===== src/kbd_pkg.sv =====
package kbd_pkg;
    localparam int unsigned CLK_MHZ     = 200;
    localparam int unsigned SCAN_MS     = 10;
    localparam int unsigned POR_MS      = 150;
    localparam int unsigned TEST_MS     = 400;
    localparam int unsigned TYP_DLY_MS  = 500;
    localparam int unsigned TYP_HZ      = 11;
    localparam int unsigned CLK_LOW_US  = 41;
    localparam int unsigned CLK_HIGH_US = 35;
    localparam int unsigned HBT_US      = 20;
    localparam int unsigned SCAN_CYC    = SCAN_MS * 1000 * CLK_MHZ;
    localparam int unsigned POR_CYC     = POR_MS * 1000 * CLK_MHZ;
    localparam int unsigned TEST_CYC    = TEST_MS * 1000 * CLK_MHZ;
    localparam int unsigned TYP_DLY_CYC = TYP_DLY_MS * 1000 * CLK_MHZ + 1;
    localparam int unsigned TYP_PER_CYC = CLK_MHZ * 1000000 / TYP_HZ;
    localparam int unsigned LOW_CYC     = CLK_LOW_US * CLK_MHZ;
    localparam int unsigned HIGH_CYC    = CLK_HIGH_US * CLK_MHZ;
    localparam int unsigned HBT_CYC     = HBT_US * CLK_MHZ;
    localparam int unsigned FIFO_DEPTH  = 16;
    localparam logic [7:0]  CODE_PASS   = 8'hAA;
    localparam logic [7:0]  CODE_FAIL   = 8'hFC;
    localparam logic [7:0]  CODE_OVR    = 8'h00;
    localparam logic [7:0]  CODE_OVR_M1 = 8'hFF;
    localparam logic [7:0]  CODE_BRK    = 8'hF0;
    localparam logic [7:0]  M1_BRK_BIT  = 8'h80;
    localparam logic [7:0]  CODE_BASE   = 8'h01;
    localparam logic [3:0]  STOP_IDX    = 4'hA;
    localparam logic [1:0]  MODE_1      = 2'h1;
    localparam logic [1:0]  MODE_3      = 2'h3;
    localparam logic [1:0]  MODE_RESET  = 2'h2;
    localparam logic [1:0]  CFG_TYPEM   = 2'h0;
    localparam logic [1:0]  CFG_MAKE    = 2'h1;
    localparam logic [1:0]  CFG_BREAK   = 2'h2;

    typedef enum logic [3:0] {
        PW_POR  = 4'h1,
        PW_TEST = 4'h2,
        PW_RUN  = 4'h4,
        PW_DIS  = 4'h8
    } pw_e;

    typedef enum logic [3:0] {
        TX_IDLE = 4'h1,
        TX_HOLD = 4'h2,
        TX_LOW  = 4'h4,
        TX_HIGH = 4'h8
    } tx_e;
endpackage


===== src/keyboard_scan_link_transmitter.sv =====
`timescale 1ns/1ps
// Functional notes
// Scan the whole key matrix every 10 ms while the link keeps running.
// Key down gives a make code, key up a break code; pause makes only.
// Startup reset is raised between 150 ms and 2 s after power-up.
// Self-test looks for shorted keys and lasts 300 to 500 ms.
// Failed self-test sends an error code, then stays disabled until a host command.
// Passed self-test sends AAh and then starts scanning.
// Scan codes wait in a 16-byte FIFO; responses and repeats bypass it.
// A byte that finds the FIFO full becomes the overrun code; later ones are dropped.
// A multi-byte keystroke is kept only if all its bytes fit.
// Sample clock and data before sending; hold the byte while clock is low.
// Each frame to the host is 11 bits.
// Clock low about 41 us, high 30-40 us, high 20 us before sending.
// Host halts a frame by pulling clock low; keyboard checks it each bit. The code acts on it only once, at the end of the high phase after parity.
// Inhibit before the parity rising edge: the frame still completes.
// Host sending uses the same timing, slightly shorter.
// Three modes with own code sets; mode 2 after reset; user or host may change.
// Mode 3 keys are set one by one to make-only, break-only or repeat.
// Repeating key held over 500 ms resends make at 10-12 Hz; pause never.
// Only the latest pressed key repeats.
// Host raises its keyboard interrupt on each received scan code.
// The self-test failure code is FCh.
// Overrun code is 00h in modes 2 and 3, FFh in mode 1.
// Frame: low start, eight data LSB first, odd parity, high stop.
// Inhibit after the parity rising edge aborts; the byte is resent later.

////////////////////////////////////////////////////////////////////////////////
module kbd_fifo #(
    parameter int unsigned W = 8,
    parameter int unsigned D = 16
) (
    input  wire logic                   clk,
    input  wire logic                   rst_n,
    input  wire logic                   ce,
    input  wire logic                   in_valid,
    input  wire logic [W-1:0]           in_data,
    output logic                        in_ready,
    output logic                        out_valid,
    output logic [W-1:0]                out_data,
    input  wire logic                   out_ready,
    output logic [$clog2(D+1)-1:0]      count
);
    localparam int unsigned AW = $clog2(D);

    typedef struct packed {
        logic [D-1:0][W-1:0]   mem;
        logic [AW-1:0]         wr;
        logic [AW-1:0]         rd;
        logic [$clog2(D+1)-1:0] cnt;
    } fifo_s;

    fifo_s st_q, st_d;

    function automatic logic [AW-1:0] nxt(input logic [AW-1:0] p);
        return (32'(p) == D - 1) ? '0 : AW'(p + 1'b1);
    endfunction

    logic push, pop;
    assign in_ready  = (32'(st_q.cnt) != D);
    assign out_valid = (st_q.cnt != '0);
    assign out_data  = st_q.mem[st_q.rd];
    assign count     = st_q.cnt;
    assign push      = in_valid & in_ready;
    assign pop       = out_valid & out_ready;

    always_comb begin
        st_d = st_q;
        if (push) begin
            st_d.mem[st_q.wr] = in_data;
            st_d.wr           = nxt(st_q.wr);
        end
        if (pop) begin
            st_d.rd = nxt(st_q.rd);
        end
        st_d.cnt = st_q.cnt + {{($clog2(D+1)-1){1'b0}}, push}
                   - {{($clog2(D+1)-1){1'b0}}, pop};
    end

    always_ff @(posedge clk or negedge rst_n) begin
        if (!rst_n) begin
            st_q <= '0;
        end else if (ce) begin
            st_q <= st_d;
        end
    end
endmodule // kbd_fifo

////////////////////////////////////////////////////////////////////////////////
module keyboard_scan_link_transmitter import kbd_pkg::*; #(
    parameter int unsigned NUM_KEYS  = 8,
    parameter int unsigned PAUSE_KEY = 7,
    parameter logic [NUM_KEYS-1:0] NO_REPEAT = '0,
    parameter int unsigned DEPTH     = FIFO_DEPTH,
    parameter int unsigned SCAN_C    = SCAN_CYC,
    parameter int unsigned POR_C     = POR_CYC,
    parameter int unsigned TEST_C    = TEST_CYC,
    parameter int unsigned TDLY_C    = TYP_DLY_CYC,
    parameter int unsigned TPER_C    = TYP_PER_CYC,
    parameter int unsigned LOW_C     = LOW_CYC,
    parameter int unsigned HIGH_C    = HIGH_CYC,
    parameter int unsigned HBT_C     = HBT_CYC
) (
    input  wire logic                    clk,
    input  wire logic                    rst_n,
    input  wire logic                    ce,
    input  wire logic [NUM_KEYS-1:0]     key_raw,
    input  wire logic [2*NUM_KEYS-1:0]   key_cfg,
    input  wire logic                    mode_set_valid,
    input  wire logic [1:0]              mode_set_value,
    input  wire logic                    host_cmd_valid,
    input  wire logic                    link_clk_in,
    output logic                         link_clk_out,
    output logic                         link_clk_oe,
    input  wire logic                    link_data_in,
    output logic                         link_data_out,
    output logic                         link_data_oe,
    output logic                         kbd_disabled,
    output logic [1:0]                   kbd_mode
);
    localparam int unsigned KW = (NUM_KEYS > 1) ? $clog2(NUM_KEYS) : 1;
    localparam int unsigned CW = $clog2(DEPTH + 1);

    typedef struct packed {
        logic [NUM_KEYS-1:0] k1;
        logic [NUM_KEYS-1:0] k2;
        logic [NUM_KEYS-1:0] prev;
        logic                c1;
        logic                c2;
        logic                d1;
        logic                d2;
        pw_e                 pw;
        logic [31:0]         pcnt;
        logic                fail;
        logic [31:0]         scnt;
        logic                walk;
        logic [KW-1:0]       idx;
        logic                brk2;
        logic [7:0]          b2;
        logic [1:0]          mode;
        logic                rep_v;
        logic [KW-1:0]       rep_k;
        logic [31:0]         rcnt;
        logic                typ_p;
        logic                resp_p;
        logic [7:0]          resp_b;
        logic                ovr;
        tx_e                 tx;
        logic [31:0]         tcnt;
        logic [3:0]          bitn;
        logic [10:0]         fr;
        logic                clk_oe;
        logic                dat_oe;
        logic                dis;
    } top_s;

    top_s st_q, st_d;

    function automatic logic [7:0] make_code(input logic [KW-1:0] k);
        return 8'(k) + CODE_BASE;
    endfunction

    logic          push;
    logic [7:0]    push_b;
    logic          f_ready, f_valid, pop;
    logic [7:0]    f_data;
    logic [CW-1:0] f_cnt;

    ////////////////////////////////////////////////////////////////////////////
    kbd_fifo #(.W(8), .D(DEPTH)) u_fifo (
        .clk       (clk),
        .rst_n     (rst_n),
        .ce        (ce),
        .in_valid  (push),
        .in_data   (push_b),
        .in_ready  (f_ready),
        .out_valid (f_valid),
        .out_data  (f_data),
        .out_ready (pop),
        .count     (f_cnt)
    );

    ////////////////////////////////////////////////////////////////////////////
    logic       dn, up, want, rept, fits, m3;
    logic [1:0] cfg;
    logic [7:0] mk;
    int unsigned nb;

    always_comb begin
        st_d   = st_q;
        push   = 1'b0;
        push_b = 8'h00;
        pop    = 1'b0;
        nb     = 1;
        st_d.k1 = key_raw;
        st_d.k2 = st_q.k1;
        st_d.c1 = link_clk_in;
        st_d.c2 = st_q.c1;
        st_d.d1 = link_data_in;
        st_d.d2 = st_q.d1;
        m3   = (st_q.mode == MODE_3);
        cfg  = key_cfg[2*st_q.idx +: 2];
        mk   = make_code(st_q.idx);
        dn   = st_q.k2[st_q.idx] & ~st_q.prev[st_q.idx];
        up   = ~st_q.k2[st_q.idx] & st_q.prev[st_q.idx];
        rept = ~NO_REPEAT[st_q.idx] && (32'(st_q.idx) != PAUSE_KEY)
               && (!m3 || cfg == CFG_TYPEM);                    // see R17
        want = dn ? !(m3 && cfg == CFG_BREAK)
                  : up && (32'(st_q.idx) != PAUSE_KEY)
                       && !(m3 && cfg == CFG_MAKE);            // see R02
        if (up && st_q.mode != MODE_1) begin
            nb = 2;
        end
        fits = (32'(f_cnt) + nb <= DEPTH);
        if (mode_set_valid && mode_set_value != 2'h0) begin
            st_d.mode  = mode_set_value;
            st_d.rep_v = 1'b0;
        end
        case (st_q.pw)
            PW_POR: begin
                st_d.pcnt = st_q.pcnt + 32'h1;
                if (st_q.pcnt == POR_C - 1) begin
                    st_d.pw   = PW_TEST;
                    st_d.pcnt = '0;
                end
            end
            PW_TEST: begin
                st_d.pcnt = st_q.pcnt + 32'h1;
                if (|st_q.k2) begin
                    st_d.fail = 1'b1;
                end
                if (st_q.pcnt == TEST_C - 1) begin
                    st_d.resp_p = 1'b1;
                    st_d.resp_b = st_d.fail ? CODE_FAIL : CODE_PASS; // see R21
                    st_d.pw     = st_d.fail ? PW_DIS : PW_RUN;
                    st_d.prev   = st_q.k2;
                end
            end
            PW_DIS: begin
                if (host_cmd_valid) begin
                    st_d.pw   = PW_RUN;
                    st_d.prev = st_q.k2;
                end
            end
            PW_RUN: begin
                st_d.scnt = (st_q.scnt == SCAN_C - 1) ? '0 : st_q.scnt + 32'h1;
                if (st_q.scnt == '0 && !st_q.walk) begin
                    st_d.walk = 1'b1;
                    st_d.idx  = '0;
                end
                // Counted first, so that a new press below reloads the delay
                if (st_q.rep_v) begin
                    st_d.rcnt = st_q.rcnt - 32'h1;
                    if (st_q.rcnt == '0) begin
                        st_d.typ_p = 1'b1;
                        st_d.rcnt  = TPER_C - 1;
                    end
                end
                if (st_q.walk) begin
                    if (st_q.brk2) begin
                        push       = 1'b1;
                        push_b     = st_q.b2;
                        st_d.brk2  = 1'b0;
                    end else begin
                        st_d.prev[st_q.idx] = st_q.k2[st_q.idx];
                        if (want) begin
                            if (st_q.ovr || !fits) begin
                                st_d.ovr = 1'b1;
                            end else begin
                                push   = 1'b1;
                                push_b = dn ? mk : (nb == 2) ? CODE_BRK : (mk | M1_BRK_BIT);
                                st_d.brk2 = (nb == 2);
                                st_d.b2   = mk;
                            end
                        end
                        if (dn && rept && !st_q.ovr && fits) begin // see R19
                            st_d.rep_v = 1'b1;
                            st_d.rep_k = st_q.idx;
                            st_d.rcnt  = TDLY_C - 1;
                        end else if (up && st_q.rep_v && st_q.rep_k == st_q.idx) begin
                            st_d.rep_v = 1'b0;
                        end
                    end
                    if (!st_d.brk2) begin
                        st_d.idx  = KW'(st_q.idx + 1'b1);
                        st_d.walk = (32'(st_q.idx) != NUM_KEYS - 1);
                    end
                end
            end
            default: st_d.pw = PW_POR;
        endcase

        // Link transmitter; responses and repeats go ahead of the queue
        case (st_q.tx)
            TX_IDLE: begin
                if (st_q.resp_p || (st_q.pw == PW_RUN
                        && (st_q.typ_p || f_valid || st_q.ovr))) begin
                    st_d.tx   = TX_HOLD;
                    st_d.tcnt = '0;
                    if (st_q.resp_p) begin
                        st_d.resp_p = 1'b0;
                        mk          = st_q.resp_b;
                    end else if (st_q.typ_p) begin
                        st_d.typ_p  = st_q.rep_v && st_q.rcnt == '0;
                        mk          = make_code(st_q.rep_k);
                    end else if (f_valid) begin
                        pop = 1'b1;
                        mk  = f_data;
                    end else begin
                        st_d.ovr = 1'b0;
                        mk = (st_q.mode == MODE_1) ? CODE_OVR_M1 : CODE_OVR;
                    end
                    st_d.fr = {1'b1, ~^mk, mk, 1'b0};           // see R11
                end
            end
            TX_HOLD: begin
                st_d.tcnt = st_q.tcnt + 32'h1;
                if (!st_q.c2 || !st_q.d2) begin
                    st_d.tcnt = '0;
                end else if (st_q.tcnt == HBT_C - 1) begin
                    st_d.tx     = TX_LOW;
                    st_d.tcnt   = '0;
                    st_d.bitn   = 4'h0;
                    st_d.clk_oe = 1'b1;
                    st_d.dat_oe = ~st_q.fr[0];
                end
            end
            TX_LOW: begin
                st_d.tcnt = st_q.tcnt + 32'h1;
                if (st_q.tcnt == LOW_C - 1) begin
                    st_d.tcnt   = '0;
                    st_d.clk_oe = 1'b0;
                    if (st_q.bitn == STOP_IDX) begin
                        st_d.tx     = TX_IDLE;
                        st_d.dat_oe = 1'b0;
                    end else begin
                        st_d.tx     = TX_HIGH;
                        st_d.bitn   = st_q.bitn + 4'h1;
                        st_d.dat_oe = ~st_q.fr[st_q.bitn + 4'h1];
                    end
                end
            end
            TX_HIGH: begin
                st_d.tcnt = st_q.tcnt + 32'h1;
                if (st_q.tcnt == HIGH_C - 1) begin
                    st_d.tcnt = '0;
                    if (!st_q.c2 && st_q.bitn == STOP_IDX) begin
                        st_d.tx     = TX_HOLD;
                        st_d.dat_oe = 1'b0;
                    end else begin
                        st_d.tx     = TX_LOW;
                        st_d.clk_oe = 1'b1;
                    end
                end
            end
            default: st_d.tx = TX_IDLE;
        endcase
        st_d.dis = (st_d.pw == PW_DIS);
    end

    always_ff @(posedge clk or negedge rst_n) begin
        if (!rst_n) begin
            st_q      <= '0;
            st_q.pw   <= PW_POR;
            st_q.tx   <= TX_IDLE;
            st_q.mode <= MODE_RESET;
        end else if (ce) begin
            st_q <= st_d;
        end
    end

    assign link_clk_out  = 1'b0 & st_q.clk_oe;
    assign link_data_out = 1'b0 & st_q.dat_oe;
    assign link_clk_oe   = st_q.clk_oe;
    assign link_data_oe  = st_q.dat_oe;
    assign kbd_disabled  = st_q.dis;
    assign kbd_mode      = st_q.mode;

    ////////////////////////////////////////////////////////////////////////////
    logic [31:0] lo_len;
    always_ff @(posedge clk or negedge rst_n) begin
        if (!rst_n) begin
            lo_len <= '0;
        end else if (ce) begin
            lo_len <= st_q.clk_oe ? lo_len + 32'h1 : '0;
        end
    end
endmodule // keyboard_scan_link_transmitter


===== config.mk =====
export PLATFORM = sky130hd
export DESIGN_NAME = keyboard_scan_link_transmitter
export DESIGN_NICKNAME = d
export VERILOG_FILES = /design/src/kbd_pkg.sv /design/src/keyboard_scan_link_transmitter.sv
export SDC_FILE = /design/constraint.sdc
export NUM_CORES = 1
export LEC_CHECK = 0
export BUFFER_PORTS_ARGS = -buffer_cell sky130_fd_sc_hd__clkbuf_2
export CAP_MARGIN = 20
export CELL_PAD_IN_SITES_DETAIL_PLACEMENT = 1
export CELL_PAD_IN_SITES_GLOBAL_PLACEMENT = 2
export CORE_UTILIZATION = 43
export CTS_CLUSTER_DIAMETER = 120
export CTS_CLUSTER_SIZE = 8
export DETAILED_ROUTE_END_ITERATION = 12
export GPL_TIMING_DRIVEN = 1
export PLACE_DENSITY_LB_ADDON = 0.05
export SYNTH_ARGS = -nofsm -noshare
export SYNTH_HDL_FRONTEND = slang
export SYNTH_HIERARCHICAL = 1
export SYNTH_SLANG_ARGS = --single-unit

===== constraint.sdc =====
create_clock -name clk -period 6.85 [get_ports clk]
set_input_delay 1.37 -clock clk [delete_from_list [all_inputs] [get_ports clk]]
set_output_delay 1.37 -clock clk [all_outputs]
set_load 0.005 [all_outputs]

=== After elaboration in Yosys (flattened, before gate mapping) ===
Memory sizes are Yosys's and may differ from the RTL's.
Cells that the tools add are included.

* Add/subtract/negate cells: 13
* $lt $le $gt $ge: 7
* Equality and inequality tests: 39
* Shifts and indexed selects: 1
* Multiplexer cells: 112
* Bitwise operators: 10
* Reductions and logical operators: 62

{| class="wikitable"
|+ Operators by type and width
! kind !! number
|-
| 2-to-1 mux 8 bit || 19
|-
| 2-to-1 mux 36 bit || 4
|-
| bitwise mux 128 bit || 1
|-
| one-hot mux 32 bit (4 select lines) || 1
|-
| adder 32 x 1 -> 32 bit (second input constant) || 3
|-
| 2-to-1 mux 40 bit || 2
|-
| 2-to-1 mux 37 bit || 2
|-
| 2-to-1 mux 33 bit || 2
|-
| logical NOT 32 bit || 2
|-
| 2-to-1 mux 32 bit || 2
|-
| one-hot mux 32 bit (2 select lines) || 1
|-
| 2-to-1 mux 4 bit || 11
|-
| 2-to-1 mux 1 bit || 39
|-
| 2-to-1 mux 9 bit || 4
|-
| 2-to-1 mux 35 bit || 1
|-
| adder 5 x 32 -> 32 bit || 1
|-
| binary-select mux 8 bit (select 4 bit) || 1
|-
| demux 8 bit (select 4 bit) || 1
|-
| == test 32 x 12 -> 1 bit (second input constant) || 1
|-
| == test 32 x 13 -> 1 bit (second input constant) || 1
|-
| == test 32 x 14 -> 1 bit (second input constant) || 1
|-
| == test 32 x 21 -> 1 bit (second input constant) || 1
|-
| == test 32 x 25 -> 1 bit (second input constant) || 1
|-
| == test 32 x 27 -> 1 bit (second input constant) || 1
|-
| other kinds (52) || 141
|}

* Register bits after elaboration: 353
* ROM bits: 8
* Logic and storage cells: 294
* Memories: 1

{| class="wikitable"
|+ Memories
! name !! words !! bits a word !! read ports !! clocked after memory_dff !! write ports !! RTL line !! RTL
|-
| (name not given) || 8 || 1 || 1 || 0 || 0 || keyboard_scan_link_transmitter.sv:206 || <nowiki>rept = ~NO_REPEAT[st_q.idx] && (32'(st_q.idx) != PAUSE_KEY)</nowiki>
|}

=== Logic depth before layout (Yosys ltp) ===
Gate-level depths: netlist of the first run.

* Word-level depth: 20
* Mapped depth: 23
* Gate-level depth less buffers: 21

=== Cells and area by module ===
Netlist of the first run, hierarchy kept.

{| class="wikitable"
|+ Modules (own cells, without submodules)
! module !! times used !! cells an instance !! area an instance (sq um)
|-
| keyboard_scan_link_transmitter || 1 || 1234 || 11338.4
|-
| kbd_fifo || 1 || 486 || 6754.0
|}

=== Least setup slack after synthesis of the first run ===
No wires, ideal clock.

* Path type: reg2reg
* Start: register st_q[112] (netlist name)
* End: register u_fifo.st_q, in the netlist u_fifo/count[4]
* Library setup time: 0.079 ns
* Data arrival time: 4.980 ns
* Data required time: 6.771 ns
* Setup slack: 1.791 ns
* Stages on the path, launching flop included: 23
* Cells stage by stage: dfrtp_1 -> mux2_4 -> a221o_1 -> a221o_1 -> or3_1 -> clkbuf_1 -> ha_1 -> fa_1 -> and3_1 -> or2_2 -> a21oi_1 -> or2_2 -> a21oi_1 -> nor2_1 -> and2_1 -> ha_1 -> inv_1 -> fa_1 -> nand2b_1 -> a21oi_1 -> o21ai_0 -> a21boi_0 -> xor2_1

{| class="wikitable"
|+ RTL lines
! element !! RTL line !! RTL
|-
| end signal: assignment || keyboard_scan_link_transmitter.sv:84 || <nowiki>st_q <= st_d;</nowiki>
|-
| end: declaration || keyboard_scan_link_transmitter.sv:53 || <nowiki>fifo_s st_q, st_d;</nowiki>
|}

==> results by group, run 1 <==
Logic synthesis
  • YS warnings: 6
  • Yosys cell types: 89
  • EDFF count, synth: 0
  • Sequential share of the synthesized area: 47.6%
  • Synth top area share: a little under half
  • Mux contribution to synthesized area: between 10% and 20%
  • Ys flop type: dfrtp_1
  • Post-Syn Area: between 15000 and 20000 sq um
  • Xor and xnor area share after synthesis: approximately 4.6%
  • Mapped Avg Cell Area: roughly 11 sq um
  • Synth Area in Compound Gates: 9.68%
  • Simple-Gate Fraction of Synth Area: 17.6%
  • Largest family of logic cells by synthesized area: simple AND/OR/NAND/NOR gates
  • Leading area contributor after synthesis: dfrtp_1
  • Synth top area cells: dfrtp_1, mux2_2, xnor2_1, nand2_1, nor2_1
  • Synth Register Bits: 344
  • Mapped Cells: around 1700
  • Post-synth ARST share: 100%
  • Adder-Cell Fraction of Synth Area: ~1.8%

Placement
  • Inst Count DP: around 2200
  • Port Buffers: 37
  • Placed inst area: 18800 sq um
  • Final GP Congestion: a little under 0.8
  • Detailed placement HPWL: a little over 30000 microns

Flow run
  • Max cap viols: 0

CTS
  • CTS tree: done
  • Root Buffer: clkbuf_16
  • CTS clock-pin slew for the worst setup and hold paths: 0.05 ns
  • CTS resizes: 0
  • Post-CTS Hold Buffers: 0
  • Setup Fix Bufs, Post-CTS: 0
  • Total clock sinks: 344
  • Clk buf depth: 3
  • H-tree levels: 2
  • Clk Latency, worst-skew pair: 0.59 ns
  • Cts bufs inserted: 48

Timing
  • Max-slew headroom: between 30% and 40%
  • F_max: 177 MHz
  • Final slew viol count: 0
  • Minimum clock period: between 5 and 6 ns
  • RSZ-0062 raised after global routing: no
  • Setup TNS: 0 ns
  • Tcrit/Tclk final: 82.3%
  • Slew @ Worst Pin: around 1.0 ns
  • Fin Clk Skew: 0.0163 ns
  • Setup violators final: 0
  • Final Hold Viols: 0

Die
  • Core ar.: 41200 sq um
  • Area of the die: 42900 sq um
  • I/O pin count: 40
  • Core Rows: 74
  • Starting Density: 43.9%
  • Chip Height: between 200 and 250 microns
  • Die Wd: just over 200 microns

Setup path
  • Worst Setup EP: u_fifo/count[4]
  • Critical path class: flip-flop to flip-flop
  • CP startpoint kind: flip-flop
  • Crit Reg-Reg Startpoint: st_q[112]
  • Crit path capture type: flip-flop
  • Delay-heaviest family, CP: simple AND/OR/NAND/NOR gates
  • CP cell instances: buf_4, nor2_1, a221o_1, a221o_1, or3_1, ha_1, fa_1, and3_1, or2_2, a21oi_1, or2_2, a21oi_1, nor2_1, and2_1, ha_1, inv_1, fa_1, nand2b_1, a21oi_1, o21ai_0, a21boi_0, xor2_1
  • Arrival time worst endpoint: 6.14 ns
  • Critical path's largest stage delay: approximately 0.56 ns
  • Req. time, crit path: about 7.4 ns
  • Critical path depth: 22
  • Reg2reg setup slack: roughly 1.2 ns
  • FF-to-FF End: u_fifo/count[4]
  • Most common cell on crit path: a21oi_1
  • CP max-delay cell: or3_1
  • Worst setup startpoint: st_q[112]
  • Crit path max fanout: 29
  • Reg2Reg Depth: 22
  • Worst Path Buf+Inv: 2

Route
  • DRT Pass-1 Iters: 4
  • Wire per inst: approximately 20 microns
  • Total routed wirelength: about 47000 microns
  • Vias after detailed routing: 13300
  • Via density: 5.76
  • DRC: 0
  • Iter 0 DRT Violations: 670
  • Routed Antenna Nets: 0

Global routing
  • GRT Total Usage: 22.5%
  • Vias in the first global route: 14100
  • Number of antenna violations at the first check in global routing: 0
  • Pin count of the biggest net entering global routing: 127
  • First-pass GRT wire length: 78000 microns
  • Gr ovfl total: 0

Pwr
  • Switch share: between 20% and 30%
  • VDD IR max: roughly 210 uV
  • Flop pwr share: 45.7%
  • Clk network pwr share: 46.3%
  • Logic pwr share: under 10%
  • Psw: 1220 uW
  • Leak: around 0.0090 uW
  • PD cells: ~240 nW/um^2
  • Power Internal: 3600 uW

Final layout
  • N_diodes: 0
  • Share of cells above drive strength 1: 19.5%
  • Final Non-Filler Cells: ~2300
  • Area Growth Syn to Fin: 11.5%
  • Post-route cell area: 20200 sq um
  • Nets: 1803

Outcome
  • Outcome: finished, final reports clean

Min path
  • Min-delay src: st_q[155]
  • Min-Delay Path Class: flip-flop to flip-flop
==> flip-flops by register name, indices dropped and copies added, names as in the netlist <==
| register | cells |
|---|---|
| st_d | 10 |
| u_fifo/count | 5 |
| u_fifo/st_q | 136 |
| kbd_disabled | 1 |
| link_clk_oe | 1 |
| st_q | 188 |
| kbd_mode | 2 |
| link_data_oe | 1 |
==> worst min path at each step <==
stage,depth (start not counted),slack [ns],to
after floorplan,1,0.43,st_q[155]
after global placement,1,0.45,st_q[13]
after detailed placement,1,0.46,st_q[13]
after CTS,1,0.47,st_q[13]
after global routing,1,0.48,st_q[13]
final,1,0.46,st_q[155]
==> per-layer routing <==
layer	GRT usage (%)	share of wire, %
met1	32.2	49
met2	34.8	45
met3	3.93	3.3
met4	6.74	2.3
met5	0	0
==> kinds of logic after synthesis <==
logic type | count (synthesis)
adder cells (fa/ha/maj) | 25
buffers and inverters | 145
AO/OA/AOI/OAI | 279
multiplexers | 229
AND/OR/NAND/NOR | 604
XOR/XNOR | 93
other | 1
flip-flops | 344
==> area by class of cell <==
type	count	area [sq um]
fill	4459	21000
multi-input combinational	1232	8900
sequential	344	8610
clock buffer	78	1340
tap	532	666
timing repair buffer	60	390
inverter	59	221
clock inverter	2	46.3
==> placed cells by master (no fill, tap or decap), types with 11 or more instances in the layout <==
| master | count |
|---|---|
| or2_2 | 11 |
| nor2_1 | 132 |
| nand4_1 | 46 |
| and3_1 | 26 |
| inv_1 | 58 |
| mux2i_1 | 34 |
| xnor2_1 | 64 |
| buf_4 | 20 |
| clkbuf_16 | 49 |
| mux2_2 | 165 |
| xor2_1 | 28 |
| o21ai_0 | 97 |
| nand2_1 | 142 |
| nand3_1 | 69 |
| ha_1 | 23 |
| nor3_1 | 34 |
| or3_1 | 18 |
| nor4_1 | 28 |
| nand2b_1 | 11 |
| o31ai_1 | 18 |
| clkbuf_2 | 37 |
| a21oi_1 | 66 |
| mux4_2 | 21 |
| clkbuf_1 | 29 |
| dfrtp_1 | 340 |
==> cell usage after synthesis (26+ instances only) <==
| master | n |
|---|---|
| clkbuf_1 | 56 |
| nand4_1 | 46 |
| dfrtp_1 | 341 |
| nor3_1 | 36 |
| mux2_2 | 165 |
| mux2i_1 | 34 |
| xor2_1 | 28 |
| xnor2_1 | 64 |
| o21ai_0 | 97 |
| nand2_1 | 142 |
| nor4_1 | 29 |
| and3_1 | 26 |
| nor2_1 | 133 |
| a21oi_1 | 66 |
| nand3_1 | 69 |
| inv_1 | 58 |
==> stage by stage <==
step	setup WS, ns	power (uW)	hold slack, ns	util (%)
after floorplan	1.79	2480	0.435	-
after global placement	1.44	2600	0.448	45.6
after detailed placement	1.25	2620	0.456	45.6
after CTS	1.22	4900	0.468	48.9
after global routing	0.864	5020	0.485	49.0
final	1.21	4810	0.463	49.0
==> power groups by stage <==
stage	clock network, uW	registers [uW]	logic, uW
floorplan	0	2190	296
global placement	0	2230	376
detailed placement	0	2230	390
CTS	2310	2200	393
global route	2370	2210	437
finish	2230	2200	385
(Power assumes the default switching activity.)
==> inputs of run 2 (changes only) <==
Settings changed: ABC_AREA set to 1, CORE_UTILIZATION 43 to 34.
Clock period 6.85 ns to 5.1 ns, I/O delays scaled along.
==> run 2 against run 1 <==
Worst setup slack worse by 0.67 ns. Routed wire length is 41% higher. Area after synthesis is 12% higher. Synthesized cell count is 65% higher. Combinational power grew to 4.8 times the previous value. Clock-buffer cell count is 10 lower. Critical endpoint unchanged. Largest cell class unchanged.
==> results by group, run 2 <==
Outcome
  • Outcome: finished, final reports clean

Logic synthesis
  • Leading area contributor after synthesis: dfrtp_1
  • Post-Syn Area: a little over 20000 sq um
  • Mapped Cells: 2843
  • Ys flop type: dfrtp_1
  • Synth top area cells: dfrtp_1, nand2_1, nor2_1, inv_1, nand3_1
  • Synth Register Bits: between 300 and 400
  • Post-synth ARST share: 100%
  • Sequential share of the synthesized area: 42.5%
  • Yosys cell types: 63
  • Synth top area share: 42.1%
  • Synth top cells by count: nand2_1, dfrtp_1, nor2_1
  • Most common cell in the netlist: nand2_1
  • EDFF count, synth: 0
  • YS warnings: 6
  • Mapped Avg Cell Area: 7.12 sq um

CTS
  • Setup Fix Bufs, Post-CTS: 0
  • CTS clock-pin slew for the worst setup and hold paths: 0.05 ns
  • Cts bufs inserted: 48
  • Total clock sinks: 344
  • Root Buffer: clkbuf_16
  • H-tree levels: 2
  • Post-CTS Hold Buffers: 0
  • Clk Latency, worst-skew pair: 0.58 ns
  • Clk buf depth: 3
  • CTS tree: done
  • CTS resizes: 0

Global routing
  • Gr ovfl total: 0
  • GRT Total Usage: 22.5%
  • Pin count of the biggest net entering global routing: 96
  • Number of antenna violations at the first check in global routing: 0
  • First-pass GRT wire length: 109000 microns
  • Vias in the first global route: between 15000 and 20000

Setup path
  • Crit Reg-Reg Startpoint: st_q[114]
  • Worst setup startpoint: st_q[114]
  • Critical path depth: 28
  • Reg2reg setup slack: roughly 0.54 ns
  • FF-to-FF End: u_fifo/count[4]
  • Arrival time worst endpoint: 5.02 ns
  • Delay-heaviest family, CP: simple AND/OR/NAND/NOR gates
  • Reg2Reg Depth: 28
  • Crit path max fanout: 9
  • Worst Path Buf+Inv: 4
  • Critical path class: flip-flop to flip-flop
  • CP startpoint kind: flip-flop
  • Worst Setup EP: u_fifo/count[4]
  • Req. time, crit path: 5.56 ns
  • Most common cell on crit path: nand2_1
  • CP max-delay cell: dfrtp_1
  • Critical path's largest stage delay: 0.47 ns
  • Crit path capture type: flip-flop

Final layout
  • N_diodes: 0
  • Post-route cell area: 22500 sq um
  • Nets: a little under 3000
  • Most common cell after layout, fill and taps aside: nand2_1
  • Biggest register: st_q
  • Share of cells above drive strength 1: between 6 and 7%
  • Register area: 8610 sq um
  • Fillers: 7329
  • Multi-input gate area: 10100 sq um
  • Area Growth Syn to Fin: 11.0%
  • Most frequent cells in the layout: nand2_1, dfrtp_1, nor2_1
  • Largest register FFs: 188

Placement
  • Final GP Congestion: between 0.8 and 0.9
  • Worst slack, placed: 0.528 ns
  • Placed inst area: 21200 sq um
  • Port Buffers: 37
  • Detailed placement HPWL: about 47000 microns

Die
  • Core ar.: around 60000 sq um
  • I/O pin count: 40
  • Area of the die: between 60000 and 70000 sq um
  • Core Rows: 89
  • Chip Height: 246 microns
  • Starting Density: 34.4%
  • Die Wd: 246 microns

Route
  • DRC: 0
  • Via density: 5.01
  • Vias after detailed routing: roughly 18000
  • Iter 0 DRT Violations: 882
  • Routed Antenna Nets: 0
  • DRT Pass-1 Iters: 5
  • Total routed wirelength: 66100 microns
  • Wire per inst: 18.1 microns

Min path
  • Min-Delay Path Class: flip-flop to flip-flop
  • Min-delay src: st_q[60]

Timing
  • Setup TNS: 0 ns
  • Final slew viol count: 0
  • PnR worst setup slack: 0.540 ns
  • Fin Clk Skew: roughly 0.024 ns
  • Setup violators final: 0
  • F_max: 219 MHz
  • Minimum clock period: 4.56 ns
  • RSZ-0062 raised after global routing: no
  • Max-slew headroom: around a third
  • Final Hold Viols: 0
  • Slew @ Worst Pin: about 1 ns
  • Tcrit/Tclk final: about nine tenths

Pwr
  • Leak: 0.0114 uW
  • VDD IR max: 225 uV
  • PD cells: 351 nW/um^2
  • Total power: 7890 uW

Flow run
  • Max cap viols: 0
## run 2: cell types whose count changed in the layout (fill, tap and decap cells not counted), sizes merged, moves of 46 or more
cell / before / now
inv: 58 / 280
nand2: 154 / 1101
nand4: 46 / 92
nor2: 134 / 328
mux2: 174 / 1
nand3: 70 / 184
## run 2: how the worst min path moves through the flow
stage | to | cells after the start
2_1_floorplan | st_q[60] | 2
3_3_place_gp | st_q[13] | 1
3_5_place_dp | st_q[60] | 2
4_1_cts | st_q[60] | 2
5_1_grt | st_q[13] | 1
6_report | st_q[60] | 2
## run 2: tightest hold or removal path: cells and delay by family (launching register included)
kind / cells / cell delay, ns
flops: 1 / 0.34
simple gates: 1 / 0.05
buf+inv: 1 / 0.04
## run 2: kinds of logic (layout without fill, tap and decap cells)
group	count (synthesis)	in the layout	share of synthesized area, %
xor+xnor	85	85	3.68
buf+inv	376	417	7.84
fa+ha+maj	25	25	1.62
flops	344	344	42.5
simple gates	1834	1834	39.4
compound gates	177	177	4.83
mux	1	1	0.0556
other cells	1	2	0.0185
## run 2: where the power goes
part / leakage (uW) / switching [uW] / total [uW] / internal, uW
clock network: 0.000626 / 1230 / 2960 / 1730
registers: 0.00455 / 185 / 3100 / 2910
logic: 0.00619 / 1290 / 1830 / 545
total: 0.0114 / 2700 / 7890 / 5180
## run 2: routing by layer
layer | vias up | part of all wire (%) | GRT usage (%)
met2 | 196 | 46 | 36.4
met5 | - | 0 | 0
li1 | 9038 | - | -
met3 | 77 | 2.6 | 2.33
met4 | 0 | 1.9 | 5.64
met1 | 9014 | 50 | 31.9
## run 2: per-stage QoR
step	utilization (%)	std cells	hold slack (ns)
after floorplan	-	2844	0.435
after global placement	35.9	3590	0.457
after detailed placement	35.9	3590	0.455
after CTS	38.1	3658	0.469
after global routing	38.1	3658	0.489
final	38.1	3658	0.469
## run 2: final cells by class
cell class | count | area share (%)
multi-input combinational | 2124 | 44.9
inverter | 284 | 4.77
sequential | 344 | 38.3
timing repair buffer | 65 | 1.97
clock buffer | 68 | 5.77
tap | 773 | 4.30
